### src/sfcs_pkg.sv
// sfcs_pkg: opcodes, command codes, groups and widths for the serial
// flash command scheduler.
// assumes: shared by the byte receiver, the scheduler, the checker and the bench.
package sfcs_pkg;

  // ==========================================================
  // widths and counts
  localparam int SFCS_BYTE_W = 8;
  localparam int SFCS_BIT_CNT_W = 3;
  localparam int SFCS_CNT_W = 3;
  localparam logic [2:0] SFCS_SEQ_LEN = 3'h4; // multi-byte sequence length
  localparam logic [2:0] SFCS_BIT_LAST = 3'h7; // last bit index in a byte
  localparam logic [2:0] SFCS_ZERO3 = 3'h0;

  // ==========================================================
  // single-byte opcodes
  localparam logic [7:0] OP_PAGE_RD = 8'hD2;
  localparam logic [7:0] OP_ARR_LP = 8'h01;
  localparam logic [7:0] OP_ARR_LF = 8'h03;
  localparam logic [7:0] OP_ARR_HF = 8'h0B;
  localparam logic [7:0] OP_ARR_HF2 = 8'h1B;
  localparam logic [7:0] OP_ARR_OLD = 8'hE8;
  localparam logic [7:0] OP_B1_RD_LF = 8'hD1;
  localparam logic [7:0] OP_B2_RD_LF = 8'hD3;
  localparam logic [7:0] OP_B1_RD_HF = 8'hD4;
  localparam logic [7:0] OP_B2_RD_HF = 8'hD6;
  localparam logic [7:0] OP_B1_WR = 8'h84;
  localparam logic [7:0] OP_B2_WR = 8'h87;
  localparam logic [7:0] OP_B1_PROG_E = 8'h83;
  localparam logic [7:0] OP_B2_PROG_E = 8'h86;
  localparam logic [7:0] OP_B1_PROG = 8'h88;
  localparam logic [7:0] OP_B2_PROG = 8'h89;
  localparam logic [7:0] OP_B1_THRU_E = 8'h82;
  localparam logic [7:0] OP_B2_THRU_E = 8'h85;
  localparam logic [7:0] OP_B1_THRU = 8'h02;
  localparam logic [7:0] OP_PAGE_ER = 8'h81;
  localparam logic [7:0] OP_BLOCK_ER = 8'h50;
  localparam logic [7:0] OP_SECT_ER = 8'h7C;
  localparam logic [7:0] OP_SUSPEND = 8'hB0;
  localparam logic [7:0] OP_RESUME = 8'hD0;
  localparam logic [7:0] OP_B1_RMW = 8'h58;
  localparam logic [7:0] OP_B2_RMW = 8'h59;
  localparam logic [7:0] OP_B1_XFER = 8'h53;
  localparam logic [7:0] OP_B2_XFER = 8'h55;
  localparam logic [7:0] OP_B1_CMP = 8'h60;
  localparam logic [7:0] OP_B2_CMP = 8'h61;
  localparam logic [7:0] OP_PROT_RD = 8'h32;
  localparam logic [7:0] OP_LOCK_RD = 8'h35;
  localparam logic [7:0] OP_SEC_RD = 8'h77;
  localparam logic [7:0] OP_DPD = 8'hB9;
  localparam logic [7:0] OP_WAKE = 8'hAB;
  localparam logic [7:0] OP_UDPD = 8'h79;
  localparam logic [7:0] OP_STATUS = 8'hD7;
  localparam logic [7:0] OP_ID = 8'h9F;
  // older aliases still honoured
  localparam logic [7:0] OP_OLD_B1_RD = 8'h54;
  localparam logic [7:0] OP_OLD_B2_RD = 8'h56;
  localparam logic [7:0] OP_OLD_PAGE = 8'h52;
  localparam logic [7:0] OP_OLD_ARR = 8'h68;
  localparam logic [7:0] OP_OLD_STAT = 8'h57;

  // ==========================================================
  // four-byte sequence bytes
  localparam logic [7:0] SQ_CHIP_0 = 8'hC7;
  localparam logic [7:0] SQ_CHIP_1 = 8'h94;
  localparam logic [7:0] SQ_CHIP_2 = 8'h80;
  localparam logic [7:0] SQ_CHIP_3 = 8'h9A;
  localparam logic [7:0] SQ_PROT_0 = 8'h3D;
  localparam logic [7:0] SQ_PROT_1 = 8'h2A;
  localparam logic [7:0] SQ_PROT_2 = 8'h7F;
  localparam logic [7:0] SQ_CFG_2 = 8'h80;
  localparam logic [7:0] SQ_P_EN = 8'hA9;
  localparam logic [7:0] SQ_P_DIS = 8'h9A;
  localparam logic [7:0] SQ_P_ERASE = 8'hCF;
  localparam logic [7:0] SQ_P_PROG = 8'hFC;
  localparam logic [7:0] SQ_P_LOCK = 8'h30;
  localparam logic [7:0] SQ_CFG_BIN = 8'hA6;
  localparam logic [7:0] SQ_CFG_STD = 8'hA7;
  localparam logic [7:0] SQ_FRZ_0 = 8'h34;
  localparam logic [7:0] SQ_FRZ_1 = 8'h55;
  localparam logic [7:0] SQ_FRZ_2 = 8'hAA;
  localparam logic [7:0] SQ_FRZ_3 = 8'h40;
  localparam logic [7:0] SQ_SEC_0 = 8'h9B;
  localparam logic [7:0] SQ_RST_0 = 8'hF0;
  localparam logic [7:0] SQ_ZERO = 8'h00;

  // ==========================================================
  // command codes seen by the core
  typedef enum logic [5:0] {
    SFCS_C_NONE, SFCS_C_SEQ,
    SFCS_C_PAGE_RD, SFCS_C_ARRAY_RD, SFCS_C_PROT_RD, SFCS_C_LOCK_RD,
    SFCS_C_SEC_RD, SFCS_C_BUF_RD,
    SFCS_C_BUF_WR, SFCS_C_STATUS, SFCS_C_ID,
    SFCS_C_PAGE_ER, SFCS_C_BLOCK_ER, SFCS_C_SECT_ER, SFCS_C_CHIP_ER,
    SFCS_C_XFER, SFCS_C_CMP, SFCS_C_BUF_PROG_E, SFCS_C_BUF_PROG,
    SFCS_C_THRU_E, SFCS_C_THRU, SFCS_C_RMW,
    SFCS_C_SUSPEND, SFCS_C_RESUME,
    SFCS_C_PROT_EN, SFCS_C_PROT_DIS, SFCS_C_PROT_ER, SFCS_C_PROT_PROG,
    SFCS_C_LOCKDOWN, SFCS_C_FREEZE, SFCS_C_SEC_PROG,
    SFCS_C_CFG_BIN, SFCS_C_CFG_STD,
    SFCS_C_SW_RESET, SFCS_C_DPD, SFCS_C_UDPD, SFCS_C_WAKE
  } sfcs_cmd_e;

  // command groups; misc covers power, suspend, resume and reset
  typedef enum logic [2:0] {
    SFCS_G_NONE, SFCS_G_A, SFCS_G_B, SFCS_G_C, SFCS_G_D, SFCS_G_MISC
  } sfcs_grp_e;

  // scheduler states
  typedef enum logic [1:0] {
    SFCS_S_IDLE, SFCS_S_B_BUSY, SFCS_S_B_SUSP, SFCS_S_D_BUSY
  } sfcs_state_e;

endpackage

### src/sfcs_sched.sv
// sfcs_sched: opcode decode and admission control for a serial flash
// with two page buffers.
// assumes: an array engine takes cmd_start_q with its code and raises
// op_done for one cycle when a self-timed phase ends.
`timescale 1ns/1ps
module sfcs_sched
  import sfcs_pkg::*;
(
  input wire logic clk,
  input wire logic reset_n,
  input wire logic cs_n,
  input wire logic sclk,
  input wire logic si,
  input wire logic op_done,
  output sfcs_cmd_e cmd_q,
  output sfcs_grp_e grp_q,
  output logic buf2_q,
  output logic cmd_start_q,
  output logic reject_q,
  output logic sw_reset_q,
  output logic busy_q,
  output logic suspended_q,
  output logic power_down_q
);

  // ==========================================================
  // decode helpers

  // single-byte decode; the buffer number comes from is_buf2
  function automatic sfcs_cmd_e dec1(input logic [7:0] op);
    sfcs_cmd_e c;
    c = SFCS_C_NONE;
    unique case (op)
      OP_PAGE_RD, OP_OLD_PAGE: c = SFCS_C_PAGE_RD;
      OP_ARR_LP, OP_ARR_LF, OP_ARR_HF, OP_ARR_HF2, OP_ARR_OLD,
      OP_OLD_ARR: c = SFCS_C_ARRAY_RD;
      OP_B1_RD_LF, OP_B2_RD_LF, OP_B1_RD_HF, OP_B2_RD_HF,
      OP_OLD_B1_RD, OP_OLD_B2_RD: c = SFCS_C_BUF_RD;
      OP_B1_WR, OP_B2_WR: c = SFCS_C_BUF_WR;
      OP_B1_PROG_E, OP_B2_PROG_E: c = SFCS_C_BUF_PROG_E;
      OP_B1_PROG, OP_B2_PROG: c = SFCS_C_BUF_PROG;
      OP_B1_THRU_E, OP_B2_THRU_E: c = SFCS_C_THRU_E;
      OP_B1_THRU: c = SFCS_C_THRU;
      OP_PAGE_ER: c = SFCS_C_PAGE_ER;
      OP_BLOCK_ER: c = SFCS_C_BLOCK_ER;
      OP_SECT_ER: c = SFCS_C_SECT_ER;
      OP_SUSPEND: c = SFCS_C_SUSPEND;
      OP_RESUME: c = SFCS_C_RESUME;
      OP_B1_RMW, OP_B2_RMW: c = SFCS_C_RMW;
      OP_B1_XFER, OP_B2_XFER: c = SFCS_C_XFER;
      OP_B1_CMP, OP_B2_CMP: c = SFCS_C_CMP;
      OP_PROT_RD: c = SFCS_C_PROT_RD;
      OP_LOCK_RD: c = SFCS_C_LOCK_RD;
      OP_SEC_RD: c = SFCS_C_SEC_RD;
      OP_DPD: c = SFCS_C_DPD;
      OP_WAKE: c = SFCS_C_WAKE;
      OP_UDPD: c = SFCS_C_UDPD;
      OP_STATUS, OP_OLD_STAT: c = SFCS_C_STATUS;
      OP_ID: c = SFCS_C_ID;
      // first bytes of four-byte sequences
      SQ_CHIP_0, SQ_PROT_0, SQ_FRZ_0, SQ_SEC_0, SQ_RST_0: c = SFCS_C_SEQ;
      default: c = SFCS_C_NONE;
    endcase
    return c;
  endfunction

  // second buffer selected by this opcode
  function automatic logic is_buf2(input logic [7:0] op);
    return op == OP_B2_RD_LF || op == OP_B2_RD_HF || op == OP_OLD_B2_RD ||
      op == OP_B2_WR || op == OP_B2_PROG_E || op == OP_B2_PROG ||
      op == OP_B2_THRU_E || op == OP_B2_RMW || op == OP_B2_XFER ||
      op == OP_B2_CMP;
  endfunction

  // four-byte sequence decode
  function automatic sfcs_cmd_e dec4(input logic [7:0] b0,
      input logic [7:0] b1, input logic [7:0] b2, input logic [7:0] b3);
    sfcs_cmd_e c;
    c = SFCS_C_NONE;
    if (b0 == SQ_CHIP_0 && b1 == SQ_CHIP_1 && b2 == SQ_CHIP_2 &&
        b3 == SQ_CHIP_3) begin
      c = SFCS_C_CHIP_ER;
    end else if (b0 == SQ_PROT_0 && b1 == SQ_PROT_1 &&
        b2 == SQ_PROT_2) begin
      unique case (b3)
        SQ_P_EN: c = SFCS_C_PROT_EN;
        SQ_P_DIS: c = SFCS_C_PROT_DIS;
        SQ_P_ERASE: c = SFCS_C_PROT_ER;
        SQ_P_PROG: c = SFCS_C_PROT_PROG;
        SQ_P_LOCK: c = SFCS_C_LOCKDOWN;
        default: c = SFCS_C_NONE;
      endcase
    end else if (b0 == SQ_PROT_0 && b1 == SQ_PROT_1 &&
        b2 == SQ_CFG_2) begin
      if (b3 == SQ_CFG_BIN) begin
        c = SFCS_C_CFG_BIN;
      end else if (b3 == SQ_CFG_STD) begin
        c = SFCS_C_CFG_STD;
      end
    end else if (b0 == SQ_FRZ_0 && b1 == SQ_FRZ_1 && b2 == SQ_FRZ_2 &&
        b3 == SQ_FRZ_3) begin
      c = SFCS_C_FREEZE;
    end else if (b0 == SQ_SEC_0 && b1 == SQ_ZERO && b2 == SQ_ZERO &&
        b3 == SQ_ZERO) begin
      c = SFCS_C_SEC_PROG;
    end else if (b0 == SQ_RST_0 && b1 == SQ_ZERO && b2 == SQ_ZERO &&
        b3 == SQ_ZERO) begin
      c = SFCS_C_SW_RESET;
    end
    return c;
  endfunction

  // group of a command
  function automatic sfcs_grp_e grp_of(input sfcs_cmd_e c);
    sfcs_grp_e g;
    g = SFCS_G_MISC;
    unique case (c)
      SFCS_C_PAGE_RD, SFCS_C_ARRAY_RD, SFCS_C_PROT_RD, SFCS_C_LOCK_RD,
      SFCS_C_SEC_RD, SFCS_C_BUF_RD: g = SFCS_G_A;
      SFCS_C_PAGE_ER, SFCS_C_BLOCK_ER, SFCS_C_SECT_ER, SFCS_C_CHIP_ER,
      SFCS_C_XFER, SFCS_C_CMP, SFCS_C_BUF_PROG_E, SFCS_C_BUF_PROG,
      SFCS_C_THRU_E, SFCS_C_THRU, SFCS_C_RMW: g = SFCS_G_B;
      SFCS_C_BUF_WR, SFCS_C_STATUS, SFCS_C_ID: g = SFCS_G_C;
      SFCS_C_PROT_ER, SFCS_C_PROT_PROG, SFCS_C_LOCKDOWN, SFCS_C_SEC_PROG,
      SFCS_C_CFG_BIN, SFCS_C_CFG_STD, SFCS_C_FREEZE,
      SFCS_C_PROT_EN, SFCS_C_PROT_DIS: g = SFCS_G_D;
      SFCS_C_NONE, SFCS_C_SEQ: g = SFCS_G_NONE;
      default: g = SFCS_G_MISC;
    endcase
    return g;
  endfunction

  // transfer, compare and rewrite cannot be suspended
  function automatic logic can_susp(input sfcs_cmd_e c);
    return grp_of(c) == SFCS_G_B && c != SFCS_C_XFER &&
      c != SFCS_C_CMP && c != SFCS_C_RMW;
  endfunction

  // erases hold no buffer, so both stay open to buffer writes
  function automatic logic uses_buf(input sfcs_cmd_e c);
    return grp_of(c) == SFCS_G_B && !(c inside {SFCS_C_PAGE_ER,
      SFCS_C_BLOCK_ER, SFCS_C_SECT_ER, SFCS_C_CHIP_ER});
  endfunction

  // admission check against the scheduler state
  function automatic logic allowed(input sfcs_state_e st,
      input logic pd, input sfcs_cmd_e c, input logic b2,
      input logic op_b2, input logic op_buf, input logic susp_ok);
    logic ok;
    sfcs_grp_e g;
    g = grp_of(c);
    ok = 1'b0;
    if (pd) begin
      ok = (c == SFCS_C_WAKE);
    end else begin
      unique case (st)
        SFCS_S_IDLE:
          ok = g != SFCS_G_NONE && c != SFCS_C_SUSPEND &&
            c != SFCS_C_RESUME && c != SFCS_C_WAKE;
        // group C runs beside the self-timed phase
        // the buffer in use is off limits
        SFCS_S_B_BUSY:
          ok = (g == SFCS_G_C &&
            !(c == SFCS_C_BUF_WR && op_buf && b2 == op_b2)) ||
            (c == SFCS_C_SUSPEND && susp_ok) || c == SFCS_C_SW_RESET;
        SFCS_S_B_SUSP:
          ok = g == SFCS_G_A || g == SFCS_G_C || c == SFCS_C_RESUME ||
            c == SFCS_C_SW_RESET;
        SFCS_S_D_BUSY:
          ok = (c == SFCS_C_STATUS);
      endcase
    end
    return ok;
  endfunction

  // ==========================================================
  // byte receiver
  logic [SFCS_BYTE_W-1:0] rx_byte;
  logic rx_stb;
  logic rx_end;
  logic rx_aligned;

  sfcs_byte_rx u_rx (
    .clk(clk),
    .reset_n(reset_n),
    .cs_n(cs_n),
    .sclk(sclk),
    .si(si),
    .byte_q(rx_byte),
    .byte_stb_q(rx_stb),
    .frame_end_q(rx_end),
    .aligned_q(rx_aligned)
  );

  // ==========================================================
  // frame and scheduler state
  sfcs_state_e st_q, st_d; // scheduler state
  logic op_b2_q, op_b2_d; // buffer held by the running operation
  logic op_buf_q, op_buf_d; // running operation holds a buffer at all
  logic susp_ok_q, susp_ok_d; // running operation may be suspended
  logic pd_q, pd_d; // power-down level
  sfcs_cmd_e fcmd_q, fcmd_d; // first-byte decode of this frame
  logic fb2_q, fb2_d; // first byte picks buffer 2
  logic [SFCS_CNT_W-1:0] nb_q, nb_d; // bytes seen, saturating
  logic [SFCS_BYTE_W-1:0] hold_q [SFCS_SEQ_LEN];
  logic [SFCS_BYTE_W-1:0] hold_d [SFCS_SEQ_LEN];
  sfcs_cmd_e cmd_d;
  sfcs_grp_e grp_d;
  logic buf2_d, start_d, rej_d, swr_d;
  sfcs_cmd_e c4;

  // next-state for frame capture, admission and operation tracking
  always_comb begin
    st_d = st_q;
    op_b2_d = op_b2_q;
    op_buf_d = op_buf_q;
    susp_ok_d = susp_ok_q;
    pd_d = pd_q;
    fcmd_d = fcmd_q;
    fb2_d = fb2_q;
    nb_d = nb_q;
    hold_d = hold_q;
    cmd_d = cmd_q;
    grp_d = grp_q;
    buf2_d = buf2_q;
    start_d = 1'b0;
    rej_d = 1'b0;
    swr_d = 1'b0;
    c4 = dec4(hold_q[0], hold_q[1], hold_q[2], hold_q[3]);
    // engine finished a self-timed phase; a suspended one cannot finish
    if (op_done && (st_q == SFCS_S_B_BUSY || st_q == SFCS_S_D_BUSY)) begin
      st_d = SFCS_S_IDLE;
    end
    if (rx_stb) begin
      // keep the first bytes for sequence decode; extras are ignored
      if (nb_q < SFCS_SEQ_LEN) begin
        hold_d[nb_q[1:0]] = rx_byte;
        nb_d = nb_q + 3'h1;
      end
      if (nb_q == SFCS_ZERO3) begin
        fcmd_d = dec1(rx_byte);
        fb2_d = is_buf2(rx_byte);
        // streaming reads and group C start on the opcode byte
        if (grp_of(dec1(rx_byte)) == SFCS_G_A ||
            grp_of(dec1(rx_byte)) == SFCS_G_C) begin
          // refused opcodes leave the operation alone
          if (allowed(st_q, pd_q, dec1(rx_byte), is_buf2(rx_byte),
              op_b2_q, op_buf_q, susp_ok_q)) begin
            cmd_d = dec1(rx_byte);
            grp_d = grp_of(dec1(rx_byte));
            buf2_d = is_buf2(rx_byte);
            start_d = 1'b1;
          end else begin
            rej_d = 1'b1;
          end
        end
      end
    end
    if (rx_end) begin
      nb_d = SFCS_ZERO3;
      // a ragged release after a whole byte, or a short sequence, launches nothing and is refused
      if (!rx_aligned || nb_q == SFCS_ZERO3) begin
        rej_d = (nb_q != SFCS_ZERO3);
      end else if (fcmd_q == SFCS_C_SEQ) begin
        if (nb_q == SFCS_SEQ_LEN &&
            allowed(st_q, pd_q, c4, 1'b0, op_b2_q, op_buf_q,
              susp_ok_q)) begin
          cmd_d = c4;
          grp_d = grp_of(c4);
          buf2_d = 1'b0;
          start_d = 1'b1;
          if (c4 == SFCS_C_SW_RESET) begin
            // reset abandons a running group B or a suspended operation; it is refused during a group D phase
            st_d = SFCS_S_IDLE;
            swr_d = 1'b1;
          end else if (grp_of(c4) == SFCS_G_B) begin
            st_d = SFCS_S_B_BUSY;
            susp_ok_d = can_susp(c4);
            op_buf_d = uses_buf(c4);
          end else begin
            st_d = SFCS_S_D_BUSY;
          end
        end else begin
          rej_d = 1'b1;
        end
      end else if (grp_of(fcmd_q) == SFCS_G_B ||
          grp_of(fcmd_q) == SFCS_G_MISC) begin
        // self-timed and control commands launch at release
        if (allowed(st_q, pd_q, fcmd_q, fb2_q, op_b2_q, op_buf_q,
            susp_ok_q)) begin
          cmd_d = fcmd_q;
          grp_d = grp_of(fcmd_q);
          buf2_d = fb2_q;
          start_d = 1'b1;
          unique case (fcmd_q)
            SFCS_C_SUSPEND: st_d = SFCS_S_B_SUSP;
            SFCS_C_RESUME: st_d = SFCS_S_B_BUSY;
            SFCS_C_DPD, SFCS_C_UDPD: pd_d = 1'b1;
            SFCS_C_WAKE: pd_d = 1'b0;
            default: begin
              st_d = SFCS_S_B_BUSY;
              op_b2_d = fb2_q;
              susp_ok_d = can_susp(fcmd_q);
              op_buf_d = uses_buf(fcmd_q);
            end
          endcase
        end else begin
          rej_d = 1'b1;
        end
      end else if (fcmd_q == SFCS_C_NONE) begin
        rej_d = 1'b1;
      end
    end
  end

  // registers only
  always_ff @(posedge clk or negedge reset_n) begin
    if (!reset_n) begin
      st_q <= SFCS_S_IDLE;
      op_b2_q <= 1'b0;
      op_buf_q <= 1'b0;
      susp_ok_q <= 1'b0;
      pd_q <= 1'b0;
      fcmd_q <= SFCS_C_NONE;
      fb2_q <= 1'b0;
      nb_q <= '0;
      hold_q <= '{default: '0};
      cmd_q <= SFCS_C_NONE;
      grp_q <= SFCS_G_NONE;
      buf2_q <= 1'b0;
      cmd_start_q <= 1'b0;
      reject_q <= 1'b0;
      sw_reset_q <= 1'b0;
      busy_q <= 1'b0;
      suspended_q <= 1'b0;
      power_down_q <= 1'b0;
    end else begin
      st_q <= st_d;
      op_b2_q <= op_b2_d;
      op_buf_q <= op_buf_d;
      susp_ok_q <= susp_ok_d;
      pd_q <= pd_d;
      fcmd_q <= fcmd_d;
      fb2_q <= fb2_d;
      nb_q <= nb_d;
      hold_q <= hold_d;
      cmd_q <= cmd_d;
      grp_q <= grp_d;
      buf2_q <= buf2_d;
      cmd_start_q <= start_d;
      reject_q <= rej_d;
      sw_reset_q <= swr_d;
      busy_q <= (st_d == SFCS_S_B_BUSY || st_d == SFCS_S_D_BUSY);
      suspended_q <= (st_d == SFCS_S_B_SUSP);
      power_down_q <= pd_d;
    end
  end

endmodule

### src/sfcs_byte_rx.sv
// sfcs_byte_rx: serial byte receiver for the command scheduler.
// assumes: chip select, serial clock and data in arrive synchronous to
// clk and the serial clock is well below half the clk rate (modes 0/3).
`timescale 1ns/1ps
module sfcs_byte_rx
  import sfcs_pkg::*;
(
  input wire logic clk,
  input wire logic reset_n,
  input wire logic cs_n, // chip select, active low
  input wire logic sclk, // serial clock from the host
  input wire logic si, // serial data in, msb first
  output logic [SFCS_BYTE_W-1:0] byte_q, // last complete byte
  output logic byte_stb_q, // one-cycle pulse per byte
  output logic frame_end_q, // one-cycle pulse on select release
  output logic aligned_q // release fell on a byte boundary
);

  // ==========================================================
  // state
  logic sclk_q; // previous serial clock level
  logic sclk_d;
  logic cs_n_q; // previous select level
  logic cs_n_d;
  logic [SFCS_BIT_CNT_W-1:0] bits_q; // bits taken in this byte
  logic [SFCS_BIT_CNT_W-1:0] bits_d;
  logic [SFCS_BYTE_W-1:0] shift_q; // byte under assembly
  logic [SFCS_BYTE_W-1:0] shift_d;
  logic [SFCS_BYTE_W-1:0] byte_d;
  logic byte_stb_d;
  logic frame_end_d;
  logic aligned_d;

  // next-state: sample on the rising serial clock edge
  always_comb begin
    sclk_d = sclk;
    cs_n_d = cs_n;
    bits_d = bits_q;
    shift_d = shift_q;
    byte_d = byte_q;
    byte_stb_d = 1'b0;
    frame_end_d = 1'b0;
    aligned_d = aligned_q;
    if (cs_n) begin
      // idle or released: restart the bit counter for the next frame
      bits_d = SFCS_ZERO3;
      if (!cs_n_q) begin
        frame_end_d = 1'b1;
        aligned_d = (bits_q == SFCS_ZERO3);
      end
    end else if (sclk && !sclk_q) begin
      shift_d = {shift_q[SFCS_BYTE_W-2:0], si};
      bits_d = bits_q + 3'h1;
      if (bits_q == SFCS_BIT_LAST) begin
        byte_d = {shift_q[SFCS_BYTE_W-2:0], si};
        byte_stb_d = 1'b1;
      end
    end
  end

  // registers only
  always_ff @(posedge clk or negedge reset_n) begin
    if (!reset_n) begin
      sclk_q <= 1'b0;
      cs_n_q <= 1'b1;
      bits_q <= '0;
      shift_q <= '0;
      byte_q <= '0;
      byte_stb_q <= 1'b0;
      frame_end_q <= 1'b0;
      aligned_q <= 1'b0;
    end else begin
      sclk_q <= sclk_d;
      cs_n_q <= cs_n_d;
      bits_q <= bits_d;
      shift_q <= shift_d;
      byte_q <= byte_d;
      byte_stb_q <= byte_stb_d;
      frame_end_q <= frame_end_d;
      aligned_q <= aligned_d;
    end
  end

endmodule

### config.mk
export PLATFORM = sky130hd
export DESIGN_NAME = sfcs_sched
export DESIGN_NICKNAME = d
export VERILOG_FILES = /design/src/sfcs_pkg.sv /design/src/sfcs_sched.sv /design/src/sfcs_byte_rx.sv
export SDC_FILE = /design/constraint.sdc
export NUM_CORES = 1
export LEC_CHECK = 0
export ABC_CLOCK_PERIOD_IN_PS = 5550
export BUFFER_PORTS_ARGS = -buffer_cell sky130_fd_sc_hd__buf_2
export CAP_MARGIN = 20
export CORE_MARGIN = 2
export CORE_UTILIZATION = 50
export DETAILED_ROUTE_END_ITERATION = 8
export PLACE_DENSITY_LB_ADDON = 0.25
export SLEW_MARGIN = 40
export SYNTH_ARGS = -nofsm -noshare
export SYNTH_HDL_FRONTEND = slang
export SYNTH_SLANG_ARGS = --single-unit
### constraint.sdc
create_clock -name clk -period 5.55 [get_ports clk]
set_input_delay 0.2775 -clock clk [delete_from_list [all_inputs] [get_ports clk]]
set_output_delay 0.2775 -clock clk [all_outputs]
set_load 0.01 [all_outputs]
==> impl_metrics.env <==
export IMPL_setup_violations=0
export IMPL_syn_area_sq_mm=0.00565
export IMPL_clock_skew_ps=6.86
export IMPL_cts_buffers=9
export IMPL_cts_tree="built"
export IMPL_hold_end="u_rx.sclk_q"
export IMPL_final_cells=765
export IMPL_clk_insertion_delay_late_ps=350
export IMPL_clockRootBuffer="clkbuf_16"
export IMPL_cts_clk_slew_worst_paths_ps=60
export IMPL_dieHeight_um=110
export IMPL_drv_cap=0
export IMPL_drcViolationCount=0
export IMPL_leakagePower_nw=2.63
export IMPL_min_from="sclk"
export IMPL_synth_xor_area_frac=0.0139
export IMPL_rr_endpoint="buf2_q"
export IMPL_place_worst_setup_slack_ps=1620
export IMPL_power_mw=1.38
export IMPL_final_antenna_net_count=0
export IMPL_synth_cells=626
export IMPL_area_growth_pct=8.19
export IMPL_fin_tns_setup_ps=0
export IMPL_ys_seq_area_frac=0.377
export IMPL_antenna_found_initial=0
export IMPL_p_comb_frac=0.045
export IMPL_viasPerCell=6.58
export IMPL_path_max_fanout=21
export IMPL_ys_ff_latch=85
export IMPL_rsz0062_at_grt="false"
export IMPL_grt_overflow=0
export IMPL_synth_ff_type="dfrtp_1"
export IMPL_start_kind="flip-flop"
export IMPL_synth_compound_area_frac=0.181
export IMPL_dr_first_iter_drc_count=717
export IMPL_finalHoldViolCount=0
export IMPL_post_drt_wl_per_cell_um=19.5
export IMPL_vdd_ir_drop_max_mv=0.256
export IMPL_setup_slack_ps=1680
export IMPL_finalMaxSlewViolations=0
export IMPL_fillers=988
export IMPL_power_density_mw_per_mm2=226
export IMPL_routabilityCongestion=0.956
export IMPL_core_area_sq_mm=0.0109
export IMPL_synth_top_family_by_area="simple AND/OR/NAND/NOR gates"
export IMPL_fin_area_sq_mm=0.00611
export IMPL_die_area_sq_mm=0.0122
export IMPL_rows=38
export IMPL_grt_pass1_vias=4737
export IMPL_synth_async_reset_ratio=1.00
export IMPL_relSlewSlack=0.501
export IMPL_io_buffer_count=21
export IMPL_synth_edff_count=0
export IMPL_cp_end_kind="flip-flop"
export IMPL_r2r_setup_slack_ps=1680
export IMPL_critPathKind="flip-flop to flip-flop"
export IMPL_switching_share=0.226
export IMPL_ctsLongestPathBuffers=2
export IMPL_placedInstanceArea_sq_mm=0.00578
export IMPL_internal_power_mw=1.07
export IMPL_fin_crit_ps=3870
export IMPL_whs_path_depth=1
export IMPL_cp_arrival_ps=4110
export IMPL_wirelength_mm=14.9
export IMPL_pwr_share_seq=0.481
export IMPL_nets=637
export IMPL_ios=22
export IMPL_place_inst=748
export IMPL_hpwl_mm=10.6
export IMPL_tightestPinTransition_ps=729
export IMPL_clock_fmax_mhz=258
export IMPL_reg2reg_from="u_rx.byte_q[0]"
export IMPL_critPathBufInv=1
export IMPL_n_antenna_cell=0
export IMPL_grt_usage=0.260
export IMPL_grt_max_degree=51
export IMPL_cts_sinks=85
export IMPL_cp_slowest_cell="dfrtp_1"
export IMPL_syn_nets=643
export IMPL_postCtsSetupBuffers=0
export IMPL_initial_core_util=0.517
export IMPL_layout_drive_gt1_share=0.181
export IMPL_yosys_warnings=0
export IMPL_synthAdderAreaFrac=0.0244
export IMPL_pwr_share_clk=0.474
export IMPL_max_stage_delay_ps=780
export IMPL_yosys_cell_types_count=82
export IMPL_grt_pass1_wl_mm=24.1
export IMPL_status="complete, no violations"
export IMPL_switchingPower_mw=0.312
export IMPL_min_path_type="input port to flip-flop"
export IMPL_avgSynthCellArea_sq_um=9.03
export IMPL_die_w_um=110
export IMPL_vias=5034
export IMPL_cpLargestDelayFamily="simple AND/OR/NAND/NOR gates"
export IMPL_min_period_over_period=0.698
export IMPL_synthMuxAreaShare=0.0832
export IMPL_synthSimpleGateAreaFrac=0.274
export IMPL_rr_worst_depth=9
export IMPL_crit_required_ps=5780
export IMPL_cts_htree_levels=3
export IMPL_path_cells="inv_1 > nand3_1 > o22ai_1 > or3b_4 > or4_4 > o2111ai_1 > a31oi_2 > or2_1 > a311o_1"
export IMPL_dr_pass1_iters=5
through the flow:
stage	utilization	hold WS, ps
2_1_floorplan	-	-18.1
3_3_place_gp	0.528	263
3_5_place_dp	0.528	271
4_1_cts	0.559	53.5
5_1_grt	0.559	51.0
6_report	0.559	56.3
synthesized netlist by cell type, types with 5 or more instances:
cell type	number	area [sq um]
nor2b_1	15	93.8
nand2b_1	10	62.6
nor3b_1	5	37.5
buf_2	11	55.1
nand3b_1	5	37.5
o22ai_1	7	43.8
and4_1	5	43.8
clkbuf_1	28	105
or3_1	11	68.8
nor2_1	41	154
nand2_1	51	191
nor4b_1	5	43.8
inv_1	20	75.1
o21ai_0	32	160
nand4b_1	10	87.6
xnor2_1	6	52.6
nand3_1	12	60.1
nand4_1	15	93.8
a31oi_1	7	43.8
mux2_2	40	450
or2_2	8	50.1
ha_1	11	138
and3_1	7	43.8
nor3_1	30	150
a21o_1	7	52.6
nor4_1	10	62.6
and2_1	5	31.3
or4_1	5	37.5
o31ai_1	7	52.6
dfrtp_1	84	2100
a21oi_1	27	135
flip-flops by register name, indices dropped and copies added (netlist names), 2 cells and up:
signal / flops
nb_q: 3
st_q: 2
u_rx.shift_q: 7
fcmd_q: 6
cmd_q: 6
u_rx.byte_q: 8
grp_q: 3
hold_q: 32
u_rx.bits_q: 3
worst max-delay path by stage:
stage / from / end / slack [ps] / depth (start not counted)
floorplan: u_rx.byte_q[5] / buf2_q / 2300 / 11
global placement: u_rx.byte_q[1] / buf2_q / 1700 / 9
detailed placement: u_rx.byte_q[6] / buf2_q / 1620 / 9
CTS: u_rx.byte_q[6] / buf2_q / 1600 / 9
global route: u_rx.byte_q[3] / buf2_q / 1500 / 9
finish: u_rx.byte_q[0] / buf2_q / 1680 / 9
metal layers:
| metal | track usage | wire length [um] |
|---|---|---|
| met5 | 0 | 0 |
| met4 | 0.100 | 386 |
| met3 | 0.0511 | 941 |
| met2 | 0.422 | 7190 |
| met1 | 0.346 | 6400 |
logic make-up (layout without fill, tap and decap cells):
logic type | count (synthesis) | after routing
AO/OA/AOI/OAI | 146 | 146
XOR/XNOR | 9 | 9
adder cells (fa/ha/maj) | 11 | 11
buffers and inverters | 63 | 62
flip-flops | 85 | 85
multiplexers | 42 | 42
AND/OR/NAND/NOR | 270 | 270
power by group through the flow:
stage / logic, mW / registers [mW] / clock network, mW
after CTS: 0.0638 / 0.666 / 0.665
after global routing: 0.0709 / 0.669 / 0.689
after floorplan: 0.0386 / 0.669 / 0
after detailed placement: 0.0625 / 0.676 / 0
after global placement: 0.0606 / 0.675 / 0
final: 0.0626 / 0.665 / 0.655
placed cells by master (no fill, tap or decap), types with 4 or more instances in the layout:
cell type  netlist  routed
nor2b_1         15      15
mux2_2          40      40
nor4_1          10      10
a21oi_1         27      27
a31oi_1          7       7
and2_1           5       5
nand3_1         12      12
xnor2_1          6       6
nand2_1         51      51
nor3b_1          5       5
dfrtp_2          0       6
nand3b_1         5       5
or3_1           11      11
o21a_1           4       4
o31ai_1          7       7
a21o_1           7       7
and4_1           5       5
dfrtp_1         84      78
o21ai_0         32      32
buf_2           11      20
ha_1            11      11
inv_1           20      20
nand4b_1        10      10
clkbuf_16        0       9
buf_4            0       5
nand4_1         15      15
o22ai_1          7       7
or4b_2           4       4
or4_1            5       5
nor3_1          30      30
a32oi_1          4       4
or2_2            8       8
and3_1           7       7
nor4b_1          5       5
nand2b_1        10      10
o211ai_1         4       4
a211oi_1         4       4
nor2_1          41      41
layout make-up:
cell class,count,area (sq um),share of cell area
multi-input cells,478,3260,0.533
flip-flops and latches,85,2140,0.349
clock buffers,9,225,0.0368
well taps,140,175,0.0286
repair buffers,26,148,0.0241
clock inverters,7,97.6,0.0160
inverters,20,75.1,0.0123
worst register-to-register path: cells and delay by family, from the launching register on:
kind            cells  cell delay (ps)
buf+inv             1              380
simple gates        4             1600
compound gates      4             1010
flops               1              780
repair_timing:
item | 4_1_cts | 5_1_grt
hold buffers | 1 | 0
gates resized for setup | 0 | 0
hold endpoints to repair | 35 | 0
Note: power is estimated with default switching activity, not from simulation.
